<file path="config.mk">
export PLATFORM = sky130hd
export DESIGN_NAME = dss_top
export DESIGN_NICKNAME = d
export VERILOG_FILES = /design/src/dss_pkg.sv /design/src/dss_rail.sv /design/src/dss_top.sv
export VERILOG_INCLUDE_DIRS = /design/src
export SDC_FILE = /design/constraint.sdc
export NUM_CORES = 1
export LEC_CHECK = 0
export BUFFER_PORTS_ARGS = -buffer_cell sky130_fd_sc_hd__buf_4
export CELL_PAD_IN_SITES_DETAIL_PLACEMENT = 2
export CELL_PAD_IN_SITES_GLOBAL_PLACEMENT = 2
export CORE_MARGIN = 4
export CORE_UTILIZATION = 45
export CTS_BUF_LIST = sky130_fd_sc_hd__clkbuf_4 sky130_fd_sc_hd__clkbuf_8
export CTS_CLUSTER_DIAMETER = 150
export DETAILED_ROUTE_END_ITERATION = 8
export PLACE_DENSITY_LB_ADDON = 0.08
export REMOVE_ABC_BUFFERS = 1
export SYNTH_ARGS = -nofsm -noshare
export SYNTH_HDL_FRONTEND = slang
export SYNTH_SLANG_ARGS = --single-unit
</file>
<file path="constraint.sdc">
create_clock -name mclk_i -period 6.9 [get_ports mclk_i]
set_input_delay 0.69 -clock mclk_i [delete_from_list [all_inputs] [get_ports mclk_i]]
set_output_delay 0.69 -clock mclk_i [all_outputs]
set_load 0.02 [all_outputs]
</file>
<file path="src/dss_regs.svh">
// timing counts and encodings for the dual supply sequencer
`ifndef DSS_REGS_SVH
`define DSS_REGS_SVH
`define DSS_MCLK_HZ 25000000
`define DSS_FREQ_LO_HZ 200000
`define DSS_FREQ_HI_HZ 300000
`define DSS_DIV_LO (`DSS_MCLK_HZ / `DSS_FREQ_LO_HZ)
`define DSS_DIV_HI (`DSS_MCLK_HZ / `DSS_FREQ_HI_HZ)
`define DSS_SYNC_MIN_HZ 240000
`define DSS_SYNC_MAX_HZ 350000
`define DSS_SYNC_PER_MAX (`DSS_MCLK_HZ / `DSS_SYNC_MIN_HZ)
`define DSS_SYNC_PER_MIN ((`DSS_MCLK_HZ + `DSS_SYNC_MAX_HZ - 1) / `DSS_SYNC_MAX_HZ)
`define DSS_MIN_OFF_NS 300
`define DSS_MIN_OFF_CYC ((`DSS_MIN_OFF_NS * 25 + 999) / 1000)
`define DSS_PGOOD_CYC 32000
`define DSS_UV_ARM_CYC 6144
`define DSS_SS_FULL_CYC 512
`define DSS_SS_STEPS 5
`define DSS_MAX_SKIP 3
`define DSS_RCL_PWM_MV (-100)
`define DSS_RCL_SKIP_MV 0
`define DSS_ORDER_REF 2'h0
`define DSS_ORDER_VL 2'h1
`define DSS_ORDER_GND 2'h2
`endif

</file>
<file path="src/dss_pkg.sv">
// types shared by the dual supply sequencer
package dss_pkg;
    typedef enum logic [1:0] {
        DSS_SHUTDOWN = 2'h0,
        DSS_STANDBY = 2'h1,
        DSS_RUN = 2'h2
    } dss_mode_e;
    typedef struct packed {
        logic uv_a;
        logic uv_b;
        logic ov_a;
        logic ov_b;
        logic reg_ok_a;
        logic reg_ok_b;
        logic ilim_a;
        logic ilim_b;
    } dss_cmp_s;
    typedef struct packed {
        logic low_side_drive_a;
        logic low_side_drive_b;
        logic [2:0] ss_step_a;
        logic [2:0] ss_step_b;
        logic en_a;
        logic en_b;
    } dss_drv_s;
endpackage

</file>
<file path="src/dss_rail.sv">
// per-rail soft-start, undervoltage arming and dropout off-time skip
`timescale 1ns/10ps
`default_nettype none
`include "dss_regs.svh"
module dss_rail (
    // clock and reset
    input wire logic mclk_i,
    input wire logic resetn_i,
    // control
    input wire logic en_i,
    input wire logic osc_tick_i,
    input wire logic out_low_i,
    input wire logic ilim_i,
    // status
    output logic uv_armed_o,
    output logic [2:0] ss_step_o,
    output logic skip_off_o
);
    typedef struct packed {
        logic [12:0] arm_cnt;
        logic [9:0] ss_cnt;
        logic [1:0] skips;
        logic armed;
        logic [2:0] step;
        logic skip;
    } dss_rail_s;
    dss_rail_s st_q, st_d;

    always_comb begin
        st_d = st_q;
        if (!en_i) begin
            st_d = '0;
        end else if (osc_tick_i) begin
            if (st_q.arm_cnt < 13'(`DSS_UV_ARM_CYC)) begin
                st_d.arm_cnt = st_q.arm_cnt + 13'h0001;
            end
            st_d.armed = (st_q.arm_cnt >= 13'(`DSS_UV_ARM_CYC - 1));
            if (st_q.ss_cnt < 10'(`DSS_SS_FULL_CYC)) begin
                st_d.ss_cnt = st_q.ss_cnt + 10'h001;
            end
            // five equal steps across 512 oscillator ticks, last step at full count
            st_d.step = 3'((32'(st_d.ss_cnt) * `DSS_SS_STEPS) / `DSS_SS_FULL_CYC);
            if (out_low_i && !ilim_i && st_q.skips < 2'(`DSS_MAX_SKIP)) begin
                st_d.skips = st_q.skips + 2'h1;
                st_d.skip = 1'b1;
            end else begin
                st_d.skips = 2'h0;
                st_d.skip = 1'b0;
            end
        end
    end

    always_ff @(posedge mclk_i or negedge resetn_i) begin
        if (!resetn_i) begin
            st_q <= '0;
        end else begin
            st_q <= st_d;
        end
    end

    assign uv_armed_o = st_q.armed;
    assign ss_step_o = st_q.step;
    assign skip_off_o = st_q.skip;
endmodule // dss_rail
`default_nettype wire

</file>
<file path="src/dss_top.sv">
// supervisory and sequencing logic of a dual step-down supply controller
`timescale 1ns/10ps
`default_nettype none
`include "dss_regs.svh"
module dss_top (
    // clock and reset
    input wire logic mclk_i,
    input wire logic resetn_i,
    // control pins
    input wire logic freq_sync_i,
    input wire logic power_down_n_i,
    input wire logic [1:0] order_select_i,
    input wire logic master_on_rail_a_i,
    input wire logic delay_on_rail_b_i,
    input wire logic fixed_freq_i,
    input wire logic internal_logic_supply_i,
    input wire logic vin_lost_i,
    // comparator results
    input wire dss_pkg::dss_cmp_s cmp_i,
    // outputs
    output var dss_pkg::dss_drv_s drv_o,
    output logic power_good_o,
    output logic delay_discharge_o,
    output logic osc_tick_o,
    output logic skip_off_a_o,
    output logic skip_off_b_o,
    output logic min_cur_cmp_en_o,
    output logic rev_lim_neg_o,
    output logic [1:0] mode_o
);
    import dss_pkg::*;

    typedef struct packed {
        logic [1:0] sync_sh;
        logic [2:0] sync_h;
        logic [1:0] pd_sh;
        logic [1:0] on_a_sh;
        logic [1:0] on_b_sh;
        logic [1:0] ff_sh;
        logic [1:0] vl_sh;
        logic [1:0] vin_sh;
        dss_cmp_s cmp_s1;
        dss_cmp_s cmp_s2;
        logic [7:0] div_cnt;
        logic [7:0] sync_per;
        logic sync_lock;
        logic tick;
        logic pd_last;
        logic on_last;
        logic uv_latch;
        logic ov_latch;
        logic [14:0] pg_cnt;
        logic pg;
        logic first_pu;
        logic powered;
        logic [1:0] seq_state;
        logic dis;
        dss_drv_s drv;
        logic skip_a;
        logic skip_b;
        logic mincmp;
        logic revneg;
        dss_mode_e mode;
    } dss_top_s;

    dss_top_s st_q, st_d;
    logic uv_armed_a, uv_armed_b, skip_a, skip_b;
    logic [2:0] step_a, step_b;
    logic pd, on_a, on_b, sync_s, seq_ref, a_first;
    logic en_a_raw, en_b_raw, req_a, req_b, fall, fault_clear, any_en;
    logic [7:0] div_lim;

    always_comb begin
        st_d = st_q;
        // two-stage synchronisers, only the second stage is used
        st_d.sync_sh = {st_q.sync_sh[0], freq_sync_i};
        st_d.pd_sh = {st_q.pd_sh[0], power_down_n_i};
        st_d.on_a_sh = {st_q.on_a_sh[0], master_on_rail_a_i};
        st_d.on_b_sh = {st_q.on_b_sh[0], delay_on_rail_b_i};
        st_d.ff_sh = {st_q.ff_sh[0], fixed_freq_i};
        st_d.vl_sh = {st_q.vl_sh[0], internal_logic_supply_i};
        st_d.vin_sh = {st_q.vin_sh[0], vin_lost_i};
        st_d.cmp_s1 = cmp_i;
        st_d.cmp_s2 = st_q.cmp_s1;
        sync_s = st_q.sync_sh[1];
        pd = st_q.pd_sh[1];
        on_a = st_q.on_a_sh[1];
        on_b = st_q.on_b_sh[1];

        // oscillator: level selects rate, falling edge restarts a cycle
        st_d.sync_h = {st_q.sync_h[1:0], sync_s};
        fall = st_q.sync_h[0] && !sync_s;
        div_lim = sync_s ? 8'(`DSS_DIV_HI) : 8'(`DSS_DIV_LO);
        st_d.tick = 1'b0;
        if (st_q.sync_per != 8'hff) begin
            st_d.sync_per = st_q.sync_per + 8'h01;
        end
        if (fall) begin
            // lock only when the measured period lies inside the capture range
            st_d.sync_lock = (st_q.sync_per >= 8'(`DSS_SYNC_PER_MIN - 1))
                && (st_q.sync_per <= 8'(`DSS_SYNC_PER_MAX - 1));
            st_d.sync_per = 8'h00;
            st_d.div_cnt = 8'h00;
            st_d.tick = 1'b1;
        end else if (st_q.div_cnt >= div_lim - 8'h01) begin
            st_d.div_cnt = 8'h00;
            st_d.tick = 1'b1;
        end else begin
            st_d.div_cnt = st_q.div_cnt + 8'h01;
        end
        if (st_q.sync_per == 8'hff) begin
            st_d.sync_lock = 1'b0;
        end

        // mode decode
        seq_ref = (order_select_i == `DSS_ORDER_REF);
        a_first = (order_select_i == `DSS_ORDER_VL);
        if (seq_ref) begin
            en_a_raw = on_a;
            en_b_raw = on_b;
        end else begin
            // delay pin acts as a timing input, high when its capacitor charged
            en_a_raw = on_a && (a_first || on_b);
            en_b_raw = on_a && (!a_first || on_b);
        end
        any_en = seq_ref ? (on_a || on_b) : on_a;
        if (!pd) begin
            st_d.mode = DSS_SHUTDOWN;
        end else if (!any_en) begin
            st_d.mode = DSS_STANDBY;
        end else begin
            st_d.mode = DSS_RUN;
        end

        // fault latches; a set wins over a same-cycle clear
        st_d.pd_last = pd;
        st_d.on_last = on_a;
        fault_clear = (pd != st_q.pd_last) || (on_a != st_q.on_last)
            || st_q.vin_sh[1];
        if ((st_q.cmp_s2.uv_a && uv_armed_a) || (st_q.cmp_s2.uv_b && uv_armed_b)) begin
            st_d.uv_latch = 1'b1;
        end else if (fault_clear) begin
            st_d.uv_latch = 1'b0;
        end
        if (st_q.cmp_s2.ov_a || st_q.cmp_s2.ov_b) begin
            st_d.ov_latch = 1'b1;
        end else if (fault_clear) begin
            st_d.ov_latch = 1'b0;
        end

        req_a = (st_d.mode == DSS_RUN) && en_a_raw && !st_d.uv_latch && !st_d.ov_latch;
        req_b = (st_d.mode == DSS_RUN) && en_b_raw && !st_d.uv_latch && !st_d.ov_latch;
        st_d.drv.en_a = req_a;
        st_d.drv.en_b = req_b;
        st_d.seq_state = {req_b, req_a};
        st_d.drv.ss_step_a = step_a;
        st_d.drv.ss_step_b = step_b;
        // low side held on when off, faulted, or in shutdown with supply alive
        st_d.drv.low_side_drive_a = st_d.ov_latch || st_d.uv_latch || !req_a
            || (st_d.mode == DSS_SHUTDOWN && st_q.vl_sh[1]);
        st_d.drv.low_side_drive_b = st_d.ov_latch || st_d.uv_latch || !req_b
            || (st_d.mode == DSS_SHUTDOWN && st_q.vl_sh[1]);

        // delay pin discharge
        st_d.powered = 1'b1;
        st_d.first_pu = !st_q.powered;
        st_d.dis = (st_d.mode != DSS_RUN) || st_q.first_pu;

        // power-good delay counted in oscillator ticks
        if (!(st_q.cmp_s2.reg_ok_a && (seq_ref || st_q.cmp_s2.reg_ok_b))
            || !req_a) begin
            st_d.pg_cnt = 15'h0000;
            st_d.pg = 1'b0;
        end else if (st_q.tick) begin
            if (st_q.pg_cnt < 15'(`DSS_PGOOD_CYC)) begin
                st_d.pg_cnt = st_q.pg_cnt + 15'h0001;
            end
            st_d.pg = (st_q.pg_cnt >= 15'(`DSS_PGOOD_CYC - 1));
        end

        // light-load behaviour from the fixed-frequency select
        st_d.mincmp = !st_q.ff_sh[1];
        st_d.mincmp = st_d.mincmp;
        st_d.revneg = st_q.ff_sh[1];
        st_d.skip_a = skip_a;
        st_d.skip_b = skip_b;
    end

    always_ff @(posedge mclk_i or negedge resetn_i) begin
        if (!resetn_i) begin
            st_q <= '0;
            st_q.drv.low_side_drive_a <= 1'b1;
            st_q.drv.low_side_drive_b <= 1'b1;
            st_q.dis <= 1'b1;
            st_q.mincmp <= 1'b1;
        end else begin
            st_q <= st_d;
        end
    end

    dss_rail u_rail_a (
        .mclk_i(mclk_i),
        .resetn_i(resetn_i),
        .en_i(st_q.drv.en_a),
        .osc_tick_i(st_q.tick),
        .out_low_i(!st_q.cmp_s2.reg_ok_a),
        .ilim_i(st_q.cmp_s2.ilim_a),
        .uv_armed_o(uv_armed_a),
        .ss_step_o(step_a),
        .skip_off_o(skip_a)
    );
    dss_rail u_rail_b (
        .mclk_i(mclk_i),
        .resetn_i(resetn_i),
        .en_i(st_q.drv.en_b),
        .osc_tick_i(st_q.tick),
        .out_low_i(!st_q.cmp_s2.reg_ok_b),
        .ilim_i(st_q.cmp_s2.ilim_b),
        .uv_armed_o(uv_armed_b),
        .ss_step_o(step_b),
        .skip_off_o(skip_b)
    );

    assign drv_o = st_q.drv;
    assign power_good_o = st_q.pg;
    assign delay_discharge_o = st_q.dis;
    assign osc_tick_o = st_q.tick;
    assign skip_off_a_o = st_q.skip_a;
    assign skip_off_b_o = st_q.skip_b;
    assign min_cur_cmp_en_o = st_q.mincmp;
    assign rev_lim_neg_o = st_q.revneg;
    assign mode_o = st_q.mode;
endmodule // dss_top
`default_nettype wire

</file>
==> run summary, run 1 <==
• critical path arrival: 3.82 ns
• DP Worst Slack: 3.52 ns
• Cell Count, Final, Fillers Out: 849
• FMAX: 288 MHz
• pins over their slew limit: 0
• via count of the first global-routing pass: 5486
• minimum clock period after layout: 3.48 ns
• Final nets: 708
• final setup margin: 3.42 ns
• row count: 44
• Max-cap violations: 0
• Tcrit/Tclk final: 50.4%
• initial cell density of the core: 46.0%
• count of boundary I/O pins: 38
• clock transition at the registers of the reported paths: 0.08 ns
• Netlist Area Pre-Place: 6680 µm²
• routability cong.: 0.766
• Post-DRT Antenna Nets: 0
• Residual DRC: 0
• clock latency of the later-clocked register in the worst-skew pair: 0.44 ns
• final design utilization: 50.9%
• CTS Hold Buffers Added: 0
• core footprint: 14500 µm²
• most frequently used flop master after synthesis: dfrtp_1
• post-detailed-route via-to-cell ratio: 5.62
• fraction of synthesis flops using an asynchronous set or reset pin: 100%
• number of enable-type register cells in the synthesized netlist: 0
• post-DR wirelength/cell: 19.9 µm
• crit path launch type: flip-flop
• total count of hold-check failures in the final report: 0
• final worst clock skew: 0.0111 ns
• total routed wirelength: 16900 µm
• die height: 130 µm
• DP Wirelength: 11400 µm
• sum of negative setup slack: 0 ns
• Die X: 130 µm
• IO Port Bufs: 36
• instance count after placement with tap cells included: 818
• DRT Pass-1 Iters: 4
• CTS tree: built
• Min-Delay Path Class: primary input to asynchronous set/reset pin
• fraction of the yosys area taken by sequential cells: 51.4%
• number of levels the H-tree was split into: 4
• count of instances resized after the clock tree is built: 0
• power density of the placed cells: 210 nW/µm²
• Yosys warnings: 0
• IR drop worst, VDD: 0.137 mV
• CTS Buffer Depth: 2
• share of final-layout standard cells stronger than drive strength 1: 14.3%
• final standard cell area without fillers: 7390 µm²
• Critical Path End Type: flip-flop
• area of the die: 16900 µm²
• class of the most critical setup path: flip-flop to flip-flop
• cells after synthesis: 627
• Rel. slew slack: 39.4%
• number of synthesized register bits: 137
• Final Total Pwr: 1.56 mW
• number of buffers inserted by post-CTS setup repair: 0
• antenna diode count: 0
• clock buffer count from CTS: 17
• average instance area after synthesis: 10.7 µm²
• root buffer cell: clkbuf_8
• endpoints failing setup: 0
• outcome: complete, no violations
• actual transition at the worst max-transition pin: 0.908 ns
• total leakage power: 3.35 nW
• post-placement cell area: 7030 µm²
• post-route worst hold slack: 0.256 ns
• gr usage total: 21.7%
• number of antenna violations at the first check in global routing: 0
• number of DRC markers after the initial detailed-route iteration: 189
• global-route wire length before repair: 28400 µm
• Area Growth Syn to Fin: 10.7%
• worst-path fanout max: 8
• data required time at the worst endpoint: 7.24 ns
• RSZ-0062 raised after global routing: no
• unique cell type count in the Yosys netlist: 63
• largest net degree at the start of global routing: 71
• count of vias placed by the detailed router: 4774
• total congestion overflow: 0
• CTS sink count: 137
## where the power goes
| part | switching (mW) | internal [mW] | leakage [nW] |
|---|---|---|---|
| clock | 0.315 | 0.305 | 0.179 |
| combinational | 0.0563 | 0.0322 | 1.36 |
| sequential | 0.0218 | 0.824 | 1.81 |
## final cells by class
type                            instances  area (µm²)
Tap cell                              184         230
Inverter                               16        60.1
Sequential cell                       137        3430
Timing Repair Buffer                   38         289
Fill cell                            1477        7140
Clock inverter                         10        96.3
Clock buffer                           21         270
Multi-Input combinational cell        443        3010
## cell families (layout without fill, tap and decap cells)
kind of cell / count (synthesis) / in the layout / share of synthesized area [%]
compound gates: 87 / 87 / 9.42
xor+xnor: 75 / 75 / 9.84
fa+ha+maj: 36 / 36 / 6.74
buf+inv: 47 / 85 / 3.48
flops: 137 / 137 / 51.4
mux: 4 / 4 / 0.637
other cells: 1 / 1 / 0.0561
simple gates: 240 / 240 / 18.4
## layout by cell type (no fill, tap or decap), types with 8 or more instances in the layout
cell,synthesis,routed
a21oi_1,24,24
and2_1,20,20
and3_1,14,14
buf_4,12,37
clkbuf_8,0,18
dfrtp_1,133,133
ha_1,36,36
inv_1,15,15
nand2_1,45,45
nand3_1,29,29
nand4_1,17,17
nor2_1,52,52
nor2_2,9,9
nor2b_1,8,8
nor3_1,21,21
o21ai_0,10,10
xnor2_1,39,39
xor2_1,36,36
## Yosys cell counts (all sizes together), types with 8 or more instances
| cell type | instances | area share, % |
|---|---|---|
| dfrtp | 133 | 50 |
| nor2 | 62 | 3.9 |
| nand2 | 45 | 2.5 |
| xnor2 | 39 | 5.1 |
| ha | 36 | 6.7 |
| xor2 | 36 | 4.7 |
| nand3 | 29 | 2.2 |
| a21oi | 24 | 1.8 |
| nor3 | 22 | 1.7 |
| and2 | 20 | 1.9 |
| buf | 19 | 1.9 |
| nand4 | 17 | 1.6 |
| inv | 16 | 0.90 |
| and3 | 14 | 1.3 |
| clkbuf | 12 | 0.67 |
| o21ai | 11 | 0.82 |
| nor2b | 8 | 0.75 |
## critical path, cell delays in order (launching register included)
cell and delay (ns):
dfrtp_1 0.50, nand3_1 0.15, nor3_1 0.45, nand3_1 0.17, xnor2_1 0.29, ha_1 0.32, ha_1 0.34, nand3_1 0.13
a2111oi_0 0.62, nor3_1 0.15, nor3_1 0.25
## state kept, by name, summed over array words and instances, names as in the netlist, 2 cells and up
signal and cells:
u_rail_a.ss_step_o 3, st_d 17, drv_o 10, u_rail_b.ss_step_o 3, st_q 38, mode_o 2
u_rail_a.st_q 25, u_rail_b.st_q 25
## final timing paths
check / slack (ns) / startpoint / endpoint / cells after the start
max in group asynchronous: 5.29 / resetn_i / st_q[36] / 2
min: 0.26 / resetn_i / u_rail_a.st_q[14] / 1
max: 3.42 / u_rail_b.st_q[9] / u_rail_b.ss_step_o[2] / 10
min reg2reg: 0.36 / st_d[59] / st_q[59] / 0
min in group mclk_i: 0.35 / power_down_n_i / st_d[86] / 1
max reg2reg: 3.42 / u_rail_b.st_q[9] / u_rail_b.ss_step_o[2] / 10
## metal layers
metal	part of all wire, %	track usage (%)
met1	42	25.5
met2	54	39.8
met3	2.6	5.32
met4	1.2	5.26
met5	0	0
(Power assumes the default switching activity.)
==> run 2, diff against run 1 <==
--- a/config.mk
+++ b/config.mk
@@ -10,7 +10,7 @@
 export CELL_PAD_IN_SITES_DETAIL_PLACEMENT = 2
 export CELL_PAD_IN_SITES_GLOBAL_PLACEMENT = 2
 export CORE_MARGIN = 4
-export CORE_UTILIZATION = 45
+export CORE_UTILIZATION = 42
 export CTS_BUF_LIST = sky130_fd_sc_hd__clkbuf_4 sky130_fd_sc_hd__clkbuf_8
 export CTS_CLUSTER_DIAMETER = 150
 export DETAILED_ROUTE_END_ITERATION = 8
==> constraint.sdc (replaced) <==
create_clock -name mclk_i -period 3.2 [get_ports mclk_i]
set_input_delay 0.32 -clock mclk_i [delete_from_list [all_inputs] [get_ports mclk_i]]
set_output_delay 0.32 -clock mclk_i [all_outputs]
set_load 0.02 [all_outputs]
==> run 2 against run 1 <==
Flip-flop and latch count unchanged. Critical path type unchanged. Sequential share of layout area down 2.2 points. Non-clock buffer count up 25. Clock skew up 0.0016 ns. Global-route usage down 0.85 points. Largest power group unchanged. Highest routed layer unchanged. Worst hold slack worse by 0.037 ns. Total power up 120%.
==> run summary, run 2 (same netlist as run 1, synthesis figures left out) <==
• CTS tree: built
• CTS Buffer Depth: 2, unchanged
• relative contribution of sequential cells to total power: 52.7%, -1.7 points
• clock buffer count from CTS: 17, unchanged
• Final Total Pwr: 3.47 mW, +120%
• count of boundary I/O pins: 38, unchanged
• largest net degree at the start of global routing: 80, +13%
• data required time at the worst endpoint: 3.52 ns, -3.72 ns
• total congestion overflow: 0, unchanged
• total area of multi-input combinational cells: 3080 µm², +2.2%
• top library cells by usage in the layout, fill and taps aside: dfrtp_1, nor2_1, buf_4, nand2_1, ha_1
• Final nets: 733, +3.5%
• fillcell total: 1579, +6.9%
• clock share of power: 41.0%, +1.1 points
• number of flip-flops under the largest register name: 38, unchanged
• initial cell density of the core: 43.5%, -2.5 points
• post-DR wirelength/cell: 19.3 µm, -2.6%
• DRT Pass-1 Iters: 4, unchanged
• antenna diode count: 0, unchanged
• root buffer cell: clkbuf_8
• Tcrit/Tclk final: 93.2%, +43 points
• crit-path most repeated cell: ha_1
• hold path startpoint: order_select_i[1]
• post-detailed-route via-to-cell ratio: 5.42, -3.7%
• Worst Reg2Reg Path Length in Cells: 13, +3
• total leakage power: 3.49 nW, +4.4%
• register containing the most flip-flops in the final layout: st_q
• gr usage total: 20.8%, -0.85 points
• number of buffers inserted by post-CTS setup repair: 0, unchanged
• pins over their slew limit: 0, unchanged
• Slowest Stage Delay on Critical Path: 0.42 ns, -0.20 ns
• power density of the placed cells: 447 nW/µm², +110%
• via count of the first global-routing pass: 5670, +3.4%
• final worst clock skew: 0.0127 ns, +0.00164 ns
• area of the die: 18000 µm², +6.7%
• global-route wire length before repair: 29700 µm, +4.5%
• Residual DRC: 0, unchanged
• Min-Delay Path Class: primary input to flip-flop
• CTS sink count: 137, unchanged
• FMAX: 335 MHz, +17%
• Max-cap violations: 0, unchanged
• worst-path fanout max: 6, -2
• IR drop worst, VDD: 0.378 mV, +180%
• final setup margin: 0.219 ns, -3.20 ns
• number of antenna violations at the first check in global routing: 0, unchanged
• worst flop-to-flop path startpoint: u_rail_a.st_q[7]
• internal power component: 2.60 mW, +120%
• IO Port Bufs: 36, unchanged
• crit path launch type: flip-flop
• minimum clock period after layout: 2.98 ns, -0.495 ns
• clock latency of the later-clocked register in the worst-skew pair: 0.44 ns, about the same
• DP Wirelength: 11800 µm, +3.5%
• net switching component of the power: 0.863 mW, +120%
• total count of hold-check failures in the final report: 0, unchanged
• final design utilization: 50.5%, -0.35 points
• core footprint: 15400 µm², +5.8%
• number of levels the H-tree was split into: 4, unchanged
• number of DRC markers after the initial detailed-route iteration: 134, -29%
• Area Growth Syn to Fin: 16.2%
• row count: 45, +2.3%
• largest registers: st_q x38, u_rail_a.st_q x25, u_rail_b.st_q x25
• share of final-layout standard cells stronger than drive strength 1: 17.8%, +3.5 points
• destination of the worst hold path: drv_o[9]
• Sw Ratio: 24.9%, -0.40 points
• Slowest-stage cell, CP: dfrtp_2
• Critical Path End Type: flip-flop
• share of power burned in combinational logic: 6.3%, +0.6 points
• outcome: complete, no violations
• cell-by-cell listing of the critical path: ha_1 > nor2b_2 > nand3_2 > nor2_2 > xnor2_2 > inv_1 > ha_1 > ha_1 > and3_1 > a221o_1 > a21oi_1 > nor4b_1 > a221o_1
• die height: 134 µm, +3.3%
• worst hold path stage count: 3
• class of the most critical setup path: flip-flop to flip-flop
• Rel. slew slack: 44.0%, +4.6 points
• total routed wirelength: 17400 µm, +3.4%
• clock transition at the registers of the reported paths: 0.08 ns, about the same
• routability cong.: 0.772, +0.84%
• most common library cell in the layout ignoring fill and taps: dfrtp_1
• critical path arrival: 3.30 ns, -0.52 ns
• Reg-to-Reg End: u_rail_a.ss_step_o[1]
• combined flip-flop and latch cell area: 3440 µm², +0.15%
• Die X: 134 µm, +3.3%
• count of vias placed by the detailed router: 4885, +2.3%
• DP Worst Slack: 0.0880 ns, -3.43 ns
• Post-DRT Antenna Nets: 0, unchanged
• worst reg-to-reg setup slack: 0.22 ns, -3.20 ns
• endpoints failing setup: 0, unchanged
• actual transition at the worst max-transition pin: 0.833 ns, -0.0749 ns
## run 2: cell types whose count changed in the layout (fill, tap and decap cells not counted), sizes merged
cell / delta
dlygate4sd3: +15
inv: -1
clkinv: +2
bufinv: +1
clkinvlp: -1
buf: +10
## run 2: power groups by stage
| stage | Sequential (mW) | Combinational [mW] | Clock [mW] |
|---|---|---|---|
| finish | 1.83 | 0.219 | 1.42 |
| detailed placement | 1.86 | 0.201 | 0 |
| floorplan | 1.85 | 0.0844 | 0 |
| global placement | 1.85 | 0.181 | 0 |
| CTS | 1.82 | 0.222 | 1.46 |
| global route | 1.83 | 0.249 | 1.57 |
## run 2: timing repair
item                                    in CTS  in global routing
resized for setup                            0                 18
endpoints found under the hold margin       91                  0
hold buffers                                15                  0
endpoints found under the setup margin       0                  6
## run 2: metrics by stage
step                setup TNS (ns)  hold slack, ns  cell area [µm²]  cells
finish                           0           0.219             7760    902
global route               -0.0355           0.207             7760    902
CTS                              0           0.185             7690    902
detailed placement               0           0.338             7150    855
global placement                 0           0.334             7150    855
floorplan                        0          0.0244             6510    596
## run 2: critical path, delay by kind of cell, from the launching register on
kind / cells / cell delay [ns]
AO/OA/AOI/OAI: 3 / 0.74
XOR/XNOR: 1 / 0.15
adder cells (fa/ha/maj): 3 / 0.73
buffers and inverters: 1 / 0.07
flip-flops: 1 / 0.42
AND/OR/NAND/NOR: 5 / 0.75
## run 2: worst max-delay path by stage
| stage | end | startpoint |
|---|---|---|
| after floorplan | u_rail_a.ss_step_o[1] | u_rail_a.st_q[7] |
| after global placement | u_rail_a.ss_step_o[1] | u_rail_a.st_q[7] |
| after detailed placement | u_rail_a.ss_step_o[1] | u_rail_a.st_q[7] |
| after CTS | u_rail_b.ss_step_o[2] | u_rail_b.st_q[7] |
| after global routing | u_rail_b.ss_step_o[0] | u_rail_b.st_q[7] |
| final | u_rail_a.ss_step_o[1] | u_rail_a.st_q[7] |
## run 2: layout make-up
type / instances / share of cell area (%)
clock buffers: 21 / 3.48
clock inverters: 11 / 1.60
inverters: 16 / 0.774
multi-input cells: 443 / 39.7
flip-flops and latches: 137 / 44.3
well taps: 211 / 3.40
repair buffers: 63 / 6.78
## run 2: layer usage
metal / up-vias / share of wire [%] / track usage (%)
li1: 2263 / - / -
met1: 2521 / 42 / 24.6
met2: 76 / 53 / 37.8
met3: 25 / 2.7 / 4.54
met4: 0 / 1.8 / 6.56
met5: - / 0 / 0
==> run 3, diff against run 2 <==
--- a/config.mk
+++ b/config.mk
@@ -10,7 +10,7 @@
 export CELL_PAD_IN_SITES_DETAIL_PLACEMENT = 2
 export CELL_PAD_IN_SITES_GLOBAL_PLACEMENT = 2
 export CORE_MARGIN = 4
-export CORE_UTILIZATION = 42
+export CORE_UTILIZATION = 45
 export CTS_BUF_LIST = sky130_fd_sc_hd__clkbuf_4 sky130_fd_sc_hd__clkbuf_8
 export CTS_CLUSTER_DIAMETER = 150
 export DETAILED_ROUTE_END_ITERATION = 8
==> constraint.sdc (replaced) <==
create_clock -name mclk_i -period 3.8 [get_ports mclk_i]
set_input_delay 0.38 -clock mclk_i [delete_from_list [all_inputs] [get_ports mclk_i]]
set_output_delay 0.38 -clock mclk_i [all_outputs]
set_load 0.02 [all_outputs]
==> run 3 against run 2 <==
Combinational power down 17%. Die area down 6.3%. Clock power down 12%. Utilization up 1.7 points. Worst setup slack better by 0.19 ns. Cell count down 4.1%. Flip-flop and latch count unchanged. Clock-buffer cell count down 1. Sequential share of layout area up 0.99 points. Total power down 14%. Sequential power down 16%. Routed wire length up 2.7%. Critical path type unchanged.
==> run summary, run 3 (same netlist as run 1, synthesis figures left out) <==
• most common library cell in the layout ignoring fill and taps: dfrtp_1
• DP Wirelength: 11400 µm, -3.2%
• root buffer cell: clkbuf_8
• largest net degree at the start of global routing: 82, +2.5%
• number of flip-flops under the largest register name: 38, unchanged
• combined flip-flop and latch cell area: 3430 µm², -0.15%
• total routed wirelength: 17900 µm, +2.7%
• Residual DRC: 0, unchanged
• register containing the most flip-flops in the final layout: st_q
• initial cell density of the core: 46.0%, +2.5 points
• instance count after placement with tap cells included: 821, -4.0%
• clock latency of the later-clocked register in the worst-skew pair: 0.46 ns, +0.02 ns
• final worst clock skew: 0.0106 ns, -0.00216 ns
• grt peak-use layer: met2
• worst hold path stage count: 1, -2
• gr usage total: 22.8%, +2.0 points
• Cell Count, Final, Fillers Out: 865, -4.1%
• worst-path fanout max: 7, +1
• Die X: 130 µm, -3.2%
• met1 demand-to-capacity share in global routing: 27.2%, +2.6 points
• IO Port Bufs: 36, unchanged
• met2 track demand over resource in global routing: 41.6%, +3.8 points
• total leakage power: 3.43 nW, -1.8%
• top library cells by usage in the layout, fill and taps aside: dfrtp_1, nor2_1, nand2_1, buf_4, xnor2_1
• final setup margin: 0.411 ns, +0.192 ns
• Worst Reg2Reg Path Length in Cells: 11, -2
• crit path launch type: flip-flop
• CTS Buffer Depth: 2, unchanged
• class of the most critical setup path: flip-flop to flip-flop
• Rel. slew slack: 45.6%, +1.7 points
• Final nets: 723, -1.4%
• total congestion overflow: 0, unchanged
• endpoints failing setup: 0, unchanged
• met3 Usage GRT: 4.67%, +0.13 points
• via count of the first global-routing pass: 5617, -0.93%
• number of levels the H-tree was split into: 4, unchanged
• clock buffer count from CTS: 17, unchanged
• total count of hold-check failures in the final report: 0, unchanged
• RSZ-0062 raised after global routing: no
• count of vias placed by the detailed router: 4857, -0.57%
• CTS tree: built
• fillcell total: 1465, -7.2%
• total area of multi-input combinational cells: 3010 µm², -2.2%
• pins over their slew limit: 0, unchanged
• minimum clock period after layout: 3.39 ns, +0.408 ns
• critical path arrival: 3.74 ns, +0.44 ns
• actual transition at the worst max-transition pin: 0.808 ns, -0.0250 ns
• CTS sink count: 137, unchanged
• data required time at the worst endpoint: 4.15 ns, +0.63 ns
• count of boundary I/O pins: 38, unchanged
• DRT Pass-1 Iters: 4, unchanged
• Post-DRT Antenna Nets: 0, unchanged
• Critical Path End Type: flip-flop
• Final Total Pwr: 2.97 mW, -14%
• core footprint: 14500 µm², -5.4%
• Max-cap violations: 0, unchanged
• DP Worst Slack: 0.458 ns, +0.370 ns
• outcome: complete, no violations
• largest registers: st_q x38, u_rail_a.st_q x25, u_rail_b.st_q x25
• die height: 130 µm, -3.2%
• share of final-layout standard cells stronger than drive strength 1: 14.5%, -3.3 points
• number of DRC markers after the initial detailed-route iteration: 138, +3.0%
• Min-Delay Path Class: primary input to flip-flop
• area of the die: 16900 µm², -6.3%
• power density of the placed cells: 392 nW/µm², -12%
• clock transition at the registers of the reported paths: 0.08 ns, about the same
• global-route wire length before repair: 29800 µm, +0.46%
• row count: 44, -2.2%
• post-DR wirelength/cell: 20.7 µm, +7.1%
• routability cong.: 0.778, +0.74%
• Area Growth Syn to Fin: 13.5%
• IR drop worst, VDD: 0.290 mV, -23%
• sum of negative setup slack: 0 ns, unchanged
• number of buffers inserted by post-CTS setup repair: 0, unchanged
• antenna diode count: 0, unchanged
• Tcrit/Tclk final: 89.2%, -4.0 points
• final design utilization: 52.2%, +1.7 points
• post-detailed-route via-to-cell ratio: 5.62, +3.7%
• number of antenna violations at the first check in global routing: 0, unchanged
• FMAX: 295 MHz, -12%
[run 3: cell types whose count changed in the layout (fill, tap and decap cells not counted), sizes merged]
cell,delta
buf,-7
dlygate4sd3,-3
clkinv,-2
inv,+2
clkbuf,-1
clkinvlp,+1
[run 3: metal layers]
metal,up-vias,routed length (µm)
li1,2250,-
met5,-,0
met3,26,522
met4,0,317
met2,70,9540
met1,2511,7530
[run 3: layout make-up]
type,count,area share (%)
clock buffer,20,3.63
clock inverter,12,1.83
inverter,16,0.792
multi-input combinational,443,39.7
sequential,137,45.3
tap,184,3.04
timing repair buffer,53,5.69
[run 3: power breakdown]
group	total [mW]	switching, mW	internal [mW]
registers	1.54	0.0453	1.50
clock network	1.25	0.608	0.642
logic	0.182	0.111	0.0705
[run 3: final timing paths]
path / startpoint / endpoint / slack [ns]
min in group asynchronous: resetn_i / u_rail_a.ss_step_o[0] / 0.53
hold reg to reg: st_d[86] / pd / 0.36
setup / recovery: u_rail_a.st_q[9] / u_rail_a.ss_step_o[1] / 0.41
setup reg to reg: u_rail_a.st_q[9] / u_rail_a.ss_step_o[1] / 0.41
max in group asynchronous: resetn_i / min_cur_cmp_en_o / 2.31
hold / removal: cmp_i[2] / st_d[61] / 0.03
[run 3: worst max-delay path, stage by stage, from the launching register on]
cell     delay, ns
dfrtp_1       0.52
nand3_1       0.23
nor3b_1       0.45
nand2_1       0.13
xnor2_1       0.27
ha_1          0.29
ha_1          0.35
and3_1        0.18
a221o_1       0.30
a21oi_1       0.20
nor4b_1       0.09
a221o_1       0.27
[run 3: stage by stage]
step | hold WS [ns] | cell area (µm²)
global route | 0.00984 | 7580
finish | 0.0331 | 7580
detailed placement | 0.338 | 7050
CTS | 0.000547 | 7580
floorplan | 0.0844 | 6510
global placement | 0.334 | 7050
[run 3: what timing repair did]
item	CTS	global route
endpoints found under the hold margin	42	0
resized for setup	0	0
hold buffers	12	0
